<file path="src/hdl/dotc_consts.svh">
// Register offsets, field positions, reset values and list of behaviours for trigger control
// Function
// - Host selects one of four trigger origins
// - Backplane origin uses one of eight low lines
// - Immediate origin arms then fires at once
// - Terminal origin fires from dedicated terminal input
// - Pending setpoint applied to output on trigger
// - Arm command moves idle into waiting state
// - One event updates all pending channels together
// - After firing the system returns to idle
// - New pending value leaves present output unchanged
// - Host may open a relay any time
// - Origin retained; reset selects software origin
// - Completion query answers one when all done
// - Common commands short, asterisk, space before parameter; not done here, commands are bits written to the command register
// - Channel index outside valid range gives error
// - Abort forces idle; later arm waits again
`ifndef DOTC_CONSTS_SVH
`define DOTC_CONSTS_SVH
`define DOTC_NCH          16
`define DOTC_ADDR_CTRL    8'h00
`define DOTC_ADDR_CMD     8'h04
`define DOTC_ADDR_STATUS  8'h08
`define DOTC_ADDR_IRQ_ST  8'h0C
`define DOTC_ADDR_IRQ_MSK 8'h10
`define DOTC_ADDR_RELAY   8'h14
`define DOTC_ADDR_PIDX    8'h18
`define DOTC_ADDR_PVAL    8'h1C
`define DOTC_ADDR_OIDX    8'h20
`define DOTC_ADDR_OVAL    8'h24
`define DOTC_ADDR_CHCNT   8'h28
`define DOTC_CMD_ARM      0
`define DOTC_CMD_ABORT    1
`define DOTC_CMD_SWTRIG   2
`define DOTC_CMD_OPC      3
`define DOTC_IRQ_FIRE     0
`define DOTC_IRQ_ERR      1
`define DOTC_IRQ_OPC      2
`define DOTC_RST_ORIGIN   2'h1
`endif

</file>
<file path="src/hdl/dotc_pkg.sv">
// Types for the output trigger controller
package dotc_pkg;
   typedef enum logic [1:0] {
      DOTC_ORG_BACKPLANE,
      DOTC_ORG_SOFTWARE,
      DOTC_ORG_IMMEDIATE,
      DOTC_ORG_TERMINAL
   } dotc_origin_e;
   typedef enum logic {
      DOTC_ST_IDLE,
      DOTC_ST_WAIT
   } dotc_state_e;
   typedef struct packed {
      logic [31:0] value;
      logic        is_current;
   } dotc_setpt_s;
   typedef struct packed {
      logic [31:0] value;
      logic        is_current;
      logic        relay;
   } dotc_chout_s;
endpackage

</file>
<file path="src/hdl/dotc_trigger_ctrl.sv">
// Shared output trigger controller with AXI4-Lite register slave
`timescale 1ns/1ps
`include "dotc_consts.svh"
module dotc_trigger_ctrl (
   input  wire logic        core_clk_i,
   input  wire logic        srst_i,
   input  wire logic        sixteen_ch_i,
   input  wire logic [7:0]  ttl_trig_n_i,
   input  wire logic        term_trig_i,
   input  wire logic [7:0]  s_awaddr_i,
   input  wire logic        s_awvalid_i,
   output logic             s_awready_o,
   input  wire logic [31:0] s_wdata_i,
   input  wire logic [3:0]  s_wstrb_i,
   input  wire logic        s_wvalid_i,
   output logic             s_wready_o,
   output logic [1:0]       s_bresp_o,
   output logic             s_bvalid_o,
   input  wire logic        s_bready_i,
   input  wire logic [7:0]  s_araddr_i,
   input  wire logic        s_arvalid_i,
   output logic             s_arready_o,
   output logic [31:0]      s_rdata_o,
   output logic [1:0]       s_rresp_o,
   output logic             s_rvalid_o,
   input  wire logic        s_rready_i,
   output logic [15:0]      relay_close_control_o,
   output logic             apply_pulse_o,
   output logic             waiting_o,
   output logic             irq_o
);
   import dotc_pkg::*;

   // Channel index check against build size
   function automatic logic idx_ok(input logic [31:0] idx, input logic big);
      idx_ok = (idx >= 32'h1) && (idx <= (big ? 32'h10 : 32'h8));
   endfunction

   dotc_origin_e      origin_q;
   logic [2:0]        ttl_sel_q;
   dotc_state_e       state_q;
   dotc_setpt_s       pend_q [0:15];
   logic [15:0]       pend_vld_q;
   dotc_chout_s       out_q  [0:15];
   logic [4:0]        pidx_q;
   logic [4:0]        oidx_q;
   logic [2:0]        irq_st_q;
   logic [2:0]        irq_msk_q;
   logic              opc_q;
   logic [7:0]        ttl_s1_q, ttl_s2_q, ttl_s3_q;
   logic [2:0]        term_s_q;
   logic              aw_hold_q, w_hold_q;
   logic [7:0]        awaddr_q;
   logic [31:0]       wdata_q;
   logic              fire;
   logic              evt;
   logic              wr_go;
   logic [2:0]        irq_set;
   logic              err_ev;
   logic              pidx_wr, pval_wr, oidx_wr, relay_wr, cmd_wr;
   logic              arm_cmd, abort_cmd, sw_cmd, opc_cmd;

   // Three-stage synchronisers for backplane lines and terminal input
   always_ff @(posedge core_clk_i) begin
      if (srst_i) begin
         ttl_s1_q <= 8'hFF;
         ttl_s2_q <= 8'hFF;
         ttl_s3_q <= 8'hFF;
         term_s_q <= 3'h0;
      end else begin
         ttl_s1_q <= ttl_trig_n_i;
         ttl_s2_q <= ttl_s1_q;
         ttl_s3_q <= ttl_s2_q;
         term_s_q <= {term_s_q[1:0], term_trig_i};
      end
   end

   // Write channel capture: address and data in either order
   always_ff @(posedge core_clk_i) begin
      if (srst_i) begin
         aw_hold_q <= 1'b0;
         w_hold_q  <= 1'b0;
         awaddr_q  <= 8'h00;
         wdata_q   <= 32'h0;
      end else begin
         if (s_awvalid_i && s_awready_o) begin
            aw_hold_q <= 1'b1;
            awaddr_q  <= s_awaddr_i;
         end else if (wr_go) begin
            aw_hold_q <= 1'b0;
         end
         if (s_wvalid_i && s_wready_o) begin
            w_hold_q <= 1'b1;
            wdata_q  <= s_wdata_i;
         end else if (wr_go) begin
            w_hold_q <= 1'b0;
         end
      end
   end

   // Ready flags and write response
   always_ff @(posedge core_clk_i) begin
      if (srst_i) begin
         s_awready_o <= 1'b0;
         s_wready_o  <= 1'b0;
         s_bvalid_o  <= 1'b0;
      end else begin
         s_awready_o <= !aw_hold_q && !(s_awvalid_i && s_awready_o) && !s_bvalid_o;
         s_wready_o  <= !w_hold_q && !(s_wvalid_i && s_wready_o) && !s_bvalid_o;
         if (wr_go)
            s_bvalid_o <= 1'b1;
         else if (s_bready_i)
            s_bvalid_o <= 1'b0;
      end
   end
   assign s_bresp_o = 2'h0;

   // Write decode; the write word only applies once both halves are held
   assign wr_go     = aw_hold_q && w_hold_q && !s_bvalid_o;
   assign cmd_wr    = wr_go && (awaddr_q == `DOTC_ADDR_CMD);
   assign pidx_wr   = wr_go && (awaddr_q == `DOTC_ADDR_PIDX);
   assign pval_wr   = wr_go && (awaddr_q == `DOTC_ADDR_PVAL);
   assign oidx_wr   = wr_go && (awaddr_q == `DOTC_ADDR_OIDX);
   assign relay_wr  = wr_go && (awaddr_q == `DOTC_ADDR_RELAY);
   assign arm_cmd   = cmd_wr && wdata_q[`DOTC_CMD_ARM];
   assign abort_cmd = cmd_wr && wdata_q[`DOTC_CMD_ABORT];
   assign sw_cmd    = cmd_wr && wdata_q[`DOTC_CMD_SWTRIG];
   assign opc_cmd   = cmd_wr && wdata_q[`DOTC_CMD_OPC];

   // Origin and backplane line selection, held until changed or reset
   always_ff @(posedge core_clk_i) begin
      if (srst_i) begin
         origin_q  <= dotc_origin_e'(`DOTC_RST_ORIGIN);
         ttl_sel_q <= 3'h0;
      end else if (wr_go && awaddr_q == `DOTC_ADDR_CTRL) begin
         origin_q  <= dotc_origin_e'(wdata_q[1:0]);
         ttl_sel_q <= wdata_q[6:4];
      end
   end

   // Event from the chosen origin, falling edge on backplane, rising on terminal
   always_comb begin
      case (origin_q)
         DOTC_ORG_BACKPLANE: evt = ttl_s3_q[ttl_sel_q] && !ttl_s2_q[ttl_sel_q];
         DOTC_ORG_SOFTWARE:  evt = sw_cmd;
         DOTC_ORG_IMMEDIATE: evt = 1'b1;
         DOTC_ORG_TERMINAL:  evt = term_s_q[1] && !term_s_q[2];
         default:            evt = 1'b0;
      endcase
   end
   assign fire = (state_q == DOTC_ST_WAIT) && evt && !abort_cmd;

   // Shared trigger state: arm, fire back to idle, abort
   always_ff @(posedge core_clk_i) begin
      if (srst_i) begin
         state_q <= DOTC_ST_IDLE;
      end else begin
         case (state_q)
            DOTC_ST_IDLE: if (arm_cmd && !abort_cmd) state_q <= DOTC_ST_WAIT;
            DOTC_ST_WAIT: if (abort_cmd || fire) state_q <= DOTC_ST_IDLE;
            default:      state_q <= DOTC_ST_IDLE;
         endcase
      end
   end

   // Index registers for pending and output readback
   always_ff @(posedge core_clk_i) begin
      if (srst_i) begin
         pidx_q <= 5'h1;
         oidx_q <= 5'h1;
      end else begin
         if (pidx_wr && idx_ok(wdata_q, sixteen_ch_i))
            pidx_q <= wdata_q[4:0];
         if (oidx_wr && idx_ok(wdata_q, sixteen_ch_i))
            oidx_q <= wdata_q[4:0];
      end
   end

   // Pending setpoints, refused while waiting, moved to outputs on fire
   always_ff @(posedge core_clk_i) begin
      if (srst_i) begin
         pend_vld_q <= 16'h0;
         for (int i = 0; i < `DOTC_NCH; i++) begin
            pend_q[i] <= '0;
            out_q[i]  <= '0;
         end
      end else begin
         if (pval_wr && state_q == DOTC_ST_IDLE) begin
            pend_q[pidx_q[3:0] - 4'h1] <= '{value: {1'b0, wdata_q[30:0]},
                                            is_current: wdata_q[31]};
            pend_vld_q[pidx_q[3:0] - 4'h1] <= 1'b1;
         end
         for (int i = 0; i < `DOTC_NCH; i++) begin
            if (fire && pend_vld_q[i]) begin
               out_q[i].value      <= pend_q[i].value;
               out_q[i].is_current <= pend_q[i].is_current;
            end
            out_q[i].relay <= relay_close_control_o[i];
         end
         if (fire)
            pend_vld_q <= 16'h0;
      end
   end

   // Relay control, written at any time regardless of trigger state
   always_ff @(posedge core_clk_i) begin
      if (srst_i)
         relay_close_control_o <= 16'h0;
      else if (relay_wr)
         relay_close_control_o <= wdata_q[15:0] & (sixteen_ch_i ? 16'hFFFF : 16'h00FF);
   end

   // Errors: bad index, or pending write while waiting
   assign err_ev = (pval_wr && state_q == DOTC_ST_WAIT)
                 || ((pidx_wr || oidx_wr) && !idx_ok(wdata_q, sixteen_ch_i));
   assign irq_set = {opc_cmd, err_ev, fire};

   // Completion flag: all commands complete in the cycle they are taken
   always_ff @(posedge core_clk_i) begin
      if (srst_i)
         opc_q <= 1'b0;
      else if (opc_cmd)
         opc_q <= 1'b1;
      else if (cmd_wr)
         opc_q <= 1'b0;
   end

   // Sticky interrupt status, write one to clear, set wins
   always_ff @(posedge core_clk_i) begin
      if (srst_i) begin
         irq_st_q  <= 3'h0;
         irq_msk_q <= 3'h0;
         irq_o     <= 1'b0;
      end else begin
         if (wr_go && awaddr_q == `DOTC_ADDR_IRQ_ST)
            irq_st_q <= (irq_st_q & ~wdata_q[2:0]) | irq_set;
         else
            irq_st_q <= irq_st_q | irq_set;
         if (wr_go && awaddr_q == `DOTC_ADDR_IRQ_MSK)
            irq_msk_q <= wdata_q[2:0];
         irq_o <= |(irq_st_q & irq_msk_q);
      end
   end

   // Output strobes for the converters
   always_ff @(posedge core_clk_i) begin
      if (srst_i) begin
         apply_pulse_o <= 1'b0;
         waiting_o     <= 1'b0;
      end else begin
         apply_pulse_o <= fire;
         // Tracks the trigger state register itself, so an immediate fire still shows armed
         waiting_o     <= (state_q == DOTC_ST_IDLE) ? (arm_cmd && !abort_cmd)
                                                    : (!fire && !abort_cmd);
      end
   end

   // Read channel, one cycle latency, unmapped reads zero with OKAY
   always_ff @(posedge core_clk_i) begin
      if (srst_i) begin
         s_arready_o <= 1'b0;
         s_rvalid_o  <= 1'b0;
         s_rdata_o   <= 32'h0;
      end else begin
         s_arready_o <= !s_rvalid_o && !(s_arvalid_i && s_arready_o);
         if (s_arvalid_i && s_arready_o) begin
            s_rvalid_o <= 1'b1;
            case (s_araddr_i)
               `DOTC_ADDR_CTRL:    s_rdata_o <= {25'h0, ttl_sel_q, 2'h0, origin_q};
               `DOTC_ADDR_STATUS:  s_rdata_o <= {29'h0, opc_q, 1'b0, state_q == DOTC_ST_WAIT};
               `DOTC_ADDR_IRQ_ST:  s_rdata_o <= {29'h0, irq_st_q};
               `DOTC_ADDR_IRQ_MSK: s_rdata_o <= {29'h0, irq_msk_q};
               `DOTC_ADDR_RELAY:   s_rdata_o <= {16'h0, relay_close_control_o};
               `DOTC_ADDR_PIDX:    s_rdata_o <= {27'h0, pidx_q};
               `DOTC_ADDR_PVAL:    s_rdata_o <= {pend_q[pidx_q[3:0] - 4'h1].is_current,
                                                 pend_q[pidx_q[3:0] - 4'h1].value[30:0]};
               `DOTC_ADDR_OIDX:    s_rdata_o <= {27'h0, oidx_q};
               `DOTC_ADDR_OVAL:    s_rdata_o <= {out_q[oidx_q[3:0] - 4'h1].is_current,
                                                 out_q[oidx_q[3:0] - 4'h1].value[30:0]};
               `DOTC_ADDR_CHCNT:   s_rdata_o <= sixteen_ch_i ? 32'h10 : 32'h8;
               default:            s_rdata_o <= 32'h0;
            endcase
         end else if (s_rready_i) begin
            s_rvalid_o <= 1'b0;
         end
      end
   end
   assign s_rresp_o = 2'h0;
endmodule

</file>
<file path="config.mk">
export PLATFORM = sky130hd
export DESIGN_NAME = dotc_trigger_ctrl
export DESIGN_NICKNAME = d
export VERILOG_FILES = /design/src/hdl/dotc_pkg.sv /design/src/hdl/dotc_trigger_ctrl.sv
export VERILOG_INCLUDE_DIRS = /design/src /design/src/hdl
export SDC_FILE = /design/constraint.sdc
export NUM_CORES = 2
export LEC_CHECK = 0
export BUFFER_PORTS_ARGS = -buffer_cell sky130_fd_sc_hd__buf_4
export CAP_MARGIN = 20
export CELL_PAD_IN_SITES_DETAIL_PLACEMENT = 0
export CELL_PAD_IN_SITES_GLOBAL_PLACEMENT = 1
export CORE_ASPECT_RATIO = 0.5
export CORE_UTILIZATION = 52
export DETAILED_ROUTE_END_ITERATION = 8
export PLACE_DENSITY_LB_ADDON = 0.1
export SLEW_MARGIN = 20
export SYNTH_ARGS = -nofsm -noshare
export SYNTH_HDL_FRONTEND = slang
export SYNTH_SLANG_ARGS = --single-unit
export TNS_END_PERCENT = 30
</file>
<file path="constraint.sdc">
create_clock -name core_clk_i -period 7.3 [get_ports core_clk_i]
set_clock_uncertainty 0.15 [all_clocks]
set_input_delay 1.46 -clock core_clk_i [delete_from_list [all_inputs] [get_ports core_clk_i]]
set_output_delay 1.46 -clock core_clk_i [all_outputs]
set_load 0.01 [all_outputs]
</file>
==> flow_metrics.env <==
export IMPL_run_status="finished clean"
export IMPL_antenna_found_initial=2
export IMPL_finalSetupViolCount=0
export IMPL_cpLargestDelayFamily="simple AND/OR/NAND/NOR gates"
export IMPL_grt_met3_usage=0.0760
export IMPL_clock_tree_from_tritoncts="done"
export IMPL_critical_path_arrival_ps=5260
export IMPL_cp_max_fo=29
export IMPL_synthesis_area_per_instance_um2=13.5
export IMPL_cts_hold_buf=0
export IMPL_ys_flop_type="edfxtp_1"
export IMPL_route_antenna_remaining_nets=0
export IMPL_detailroute_via_count=34000
export IMPL_ir_drop_mv=0.173
export IMPL_number_of_iterations_in_the_first_detailed_routing_pass=6
export IMPL_synth_common_cells="832 x edfxtp_1, 550 x and3_1, 355 x dfxtp_1"
export IMPL_detail_route_iter0_violations=4547
export IMPL_cts_made_buffers=103
export IMPL_synthesis_to_finish_area_growth_pct=11.0
export IMPL_place_congestion=0.903
export IMPL_static_leakage_power_nw=22.2
export IMPL_cp_end_kind="flip-flop"
export IMPL_groute_layer_met1_usage=0.477
export IMPL_clock_fmax_mhz=208
export IMPL_yosys_area_top_type="edfxtp_1"
export IMPL_met2_capacity_usage_during_global_routing=0.508
export IMPL_drc=0
export IMPL_synth_top_cell_area_share=0.486
export IMPL_cts_path_max_buffers=3
export IMPL_grt_pass1_vias=32500
export IMPL_cell_types_with_the_largest_area_share_after_synthesis="edfxtp_1 49%, dfxtp_1 14%, mux4_2 11%, and3_1 6.7%, a22o_1 2.7%"
export IMPL_layout_cells_non_filler=5163
export IMPL_synth_most_common_cell="edfxtp_1"
export IMPL_fp_row_count=81
export IMPL_finalWorstPathRequiredPeriod_ps=4810
export IMPL_worst_pin_slew_ps=1200
export IMPL_ys_warnings_count=0
export IMPL_root_buffer="clkbuf_16"
export IMPL_synth_seq_cells=1187
export IMPL_io_pin_count=129
export IMPL_finalMaxSlewViolations=0
export IMPL_routed_wl_mm=168
export IMPL_finalCritPeriodShare=0.658
export IMPL_max_cap_viol_count=0
export IMPL_synthesized_area_mm2=0.0514
export IMPL_nNetsFinal=3824
export IMPL_cts_repair_timing_setup_buffer_count=0
export IMPL_rsz0062_at_grt="false"
export IMPL_track_usage=0.336
export IMPL_grt_overflow_total=0
export IMPL_timing_critical_path_cells="nor3_1 > xor2_4 > nand2_1 > o22ai_1 > a211oi_1 > a221oi_1"
export IMPL_path_class="flip-flop to flip-flop"
export IMPL_path_buf_inv=0
export IMPL_worstSetupStartpointType="flip-flop"
export IMPL_worst_hold_path_type="flip-flop to flip-flop"
export IMPL_die_height_um=224
export IMPL_fp_coreArea_mm2=0.0979
export IMPL_critical_path_required_ps=7760
export IMPL_post_synth_inst_count=3801
export IMPL_post_route_cells_drive_above_1_share=0.195
export IMPL_clkLatencyLatePin_ps=720
export IMPL_initial_cell_density_of_the_core=0.525
export IMPL_grt_max_degree=254
export IMPL_vias_per_cell=6.59
export IMPL_finalHoldViolCount=0
export IMPL_worst_slew_margin_rel=0.202
export IMPL_clock_sinks=1187
export IMPL_globalRoute_busiestLayer="met2"
export IMPL_cts_max_level=3
export IMPL_die_w_um=447
export IMPL_critical_path_max_stage_delay_ps=920
export IMPL_cts_clk_slew_worst_paths_ps=70
export IMPL_async_reset_ff_frac=0
export IMPL_post_drt_wl_per_cell_um=32.6
export IMPL_place_detailed_instances=4970
export IMPL_cts_resized=0
export IMPL_synth_edff_count=832
export IMPL_die_area_mm2=0.100
export IMPL_dp_hpwl_mm=93.6
export IMPL_cpMaxStageDelayCell="nand2_1"
export IMPL_fill_cells=7751
export IMPL_setup_tns_ps=0
export IMPL_io_buffers=120
export IMPL_grt_pass1_wl_mm=236
export IMPL_pwr_density_cell_mw_per_mm2=240
export IMPL_ys_seq_area_frac=0.624
export IMPL_yosysUniqueCellTypes=70
## cell type report
type	instances	area (um2)	share of cell area
flip-flops and latches	1187	32100	0.562
diodes	2	5.00	0.0000877
clock inverters	53	526	0.00920
inverters	15	56.3	0.000986
well taps	1328	1660	0.0291
multi-input cells	2209	18000	0.315
clock buffers	137	2960	0.0518
repair buffers	232	1790	0.0313
## routing by layer
metal | up-vias | routed length, um
met5 | - | 0
met4 | 0 | 6440
met3 | 311 | 19800
met2 | 2122 | 75100
met1 | 17400 | 67000
li1 | 14300 | -
## sequential cells by signal (all words and copies together) (netlist names), 16 cells and up
signal and cells:
pend_vld_q 16, s_rdata_o 32, wdata_q 32, relay_close_control_o 16, pend_q 512, out_q 512
## cell usage in the layout (no fill, tap or decap), drive strengths merged, types with 46 or more instances in the layout
| cell type | Yosys | layout |
|---|---|---|
| buf | 117 | 232 |
| nor2b | 202 | 202 |
| a22o | 161 | 161 |
| edfxtp | 832 | 832 |
| and3 | 550 | 550 |
| dfxtp | 355 | 355 |
| a21oi | 147 | 147 |
| nor2 | 46 | 46 |
| nand3 | 72 | 72 |
| nand2 | 341 | 341 |
| and2 | 103 | 103 |
| mux4 | 257 | 257 |
| o22ai | 50 | 50 |
| clkbuf | 276 | 137 |
## cell families (layout without fill, tap and decap cells)
logic type | after synthesis | in the layout | share of synthesized area
AO/OA/AOI/OAI | 488 | 488 | 0.0674
XOR/XNOR | 4 | 4 | 0.000681
adder cells (fa/ha/maj) | 7 | 7 | 0.00170
buffers and inverters | 408 | 437 | 0.0335
flip-flops | 1187 | 1187 | 0.624
multiplexers | 291 | 291 | 0.119
other | 1 | 6 | 0.0000729
AND/OR/NAND/NOR | 1415 | 1415 | 0.153
## per-stage QoR
step | utilization | cell area [um2] | hold slack [ps] | total power, W | setup slack (ps)
4_1_cts | 0.583 | 57100 | 259 | 0.0138 | 2600
5_1_grt | 0.583 | 57100 | 271 | 0.0141 | 2420
6_report | 0.583 | 57100 | 257 | 0.0137 | 2490
3_5_place_dp | 0.547 | 53600 | 244 | 0.00813 | 2600
3_3_place_gp | 0.547 | 53600 | 246 | 0.00812 | 2630
2_1_floorplan | - | 51400 | 239 | 0.00785 | 1350
## final timing paths
kind	to	from	depth (start not counted)	slack, ps
setup / recovery	s_rdata_o[5]$_SDFFE_PP0P_	oidx_q[0]$_SDFFE_PP1P_	6	2490
hold / removal	ttl_s2_q[4]$_SDFF_PP1_	ttl_s1_q[4]$_SDFF_PP1_	1	260
setup reg to reg	s_rdata_o[5]$_SDFFE_PP0P_	oidx_q[0]$_SDFFE_PP1P_	6	2490
hold reg to reg	ttl_s2_q[4]$_SDFF_PP1_	ttl_s1_q[4]$_SDFF_PP1_	1	260
## report_power, final
part | leakage [nW] | internal [W] | switching [W]
clock network | 1.72 | 0.00320 | 0.00253
registers | 11.3 | 0.00737 | 0.0000936
logic | 9.12 | 0.000153 | 0.000382
Note: power is estimated with default switching activity, not from simulation.
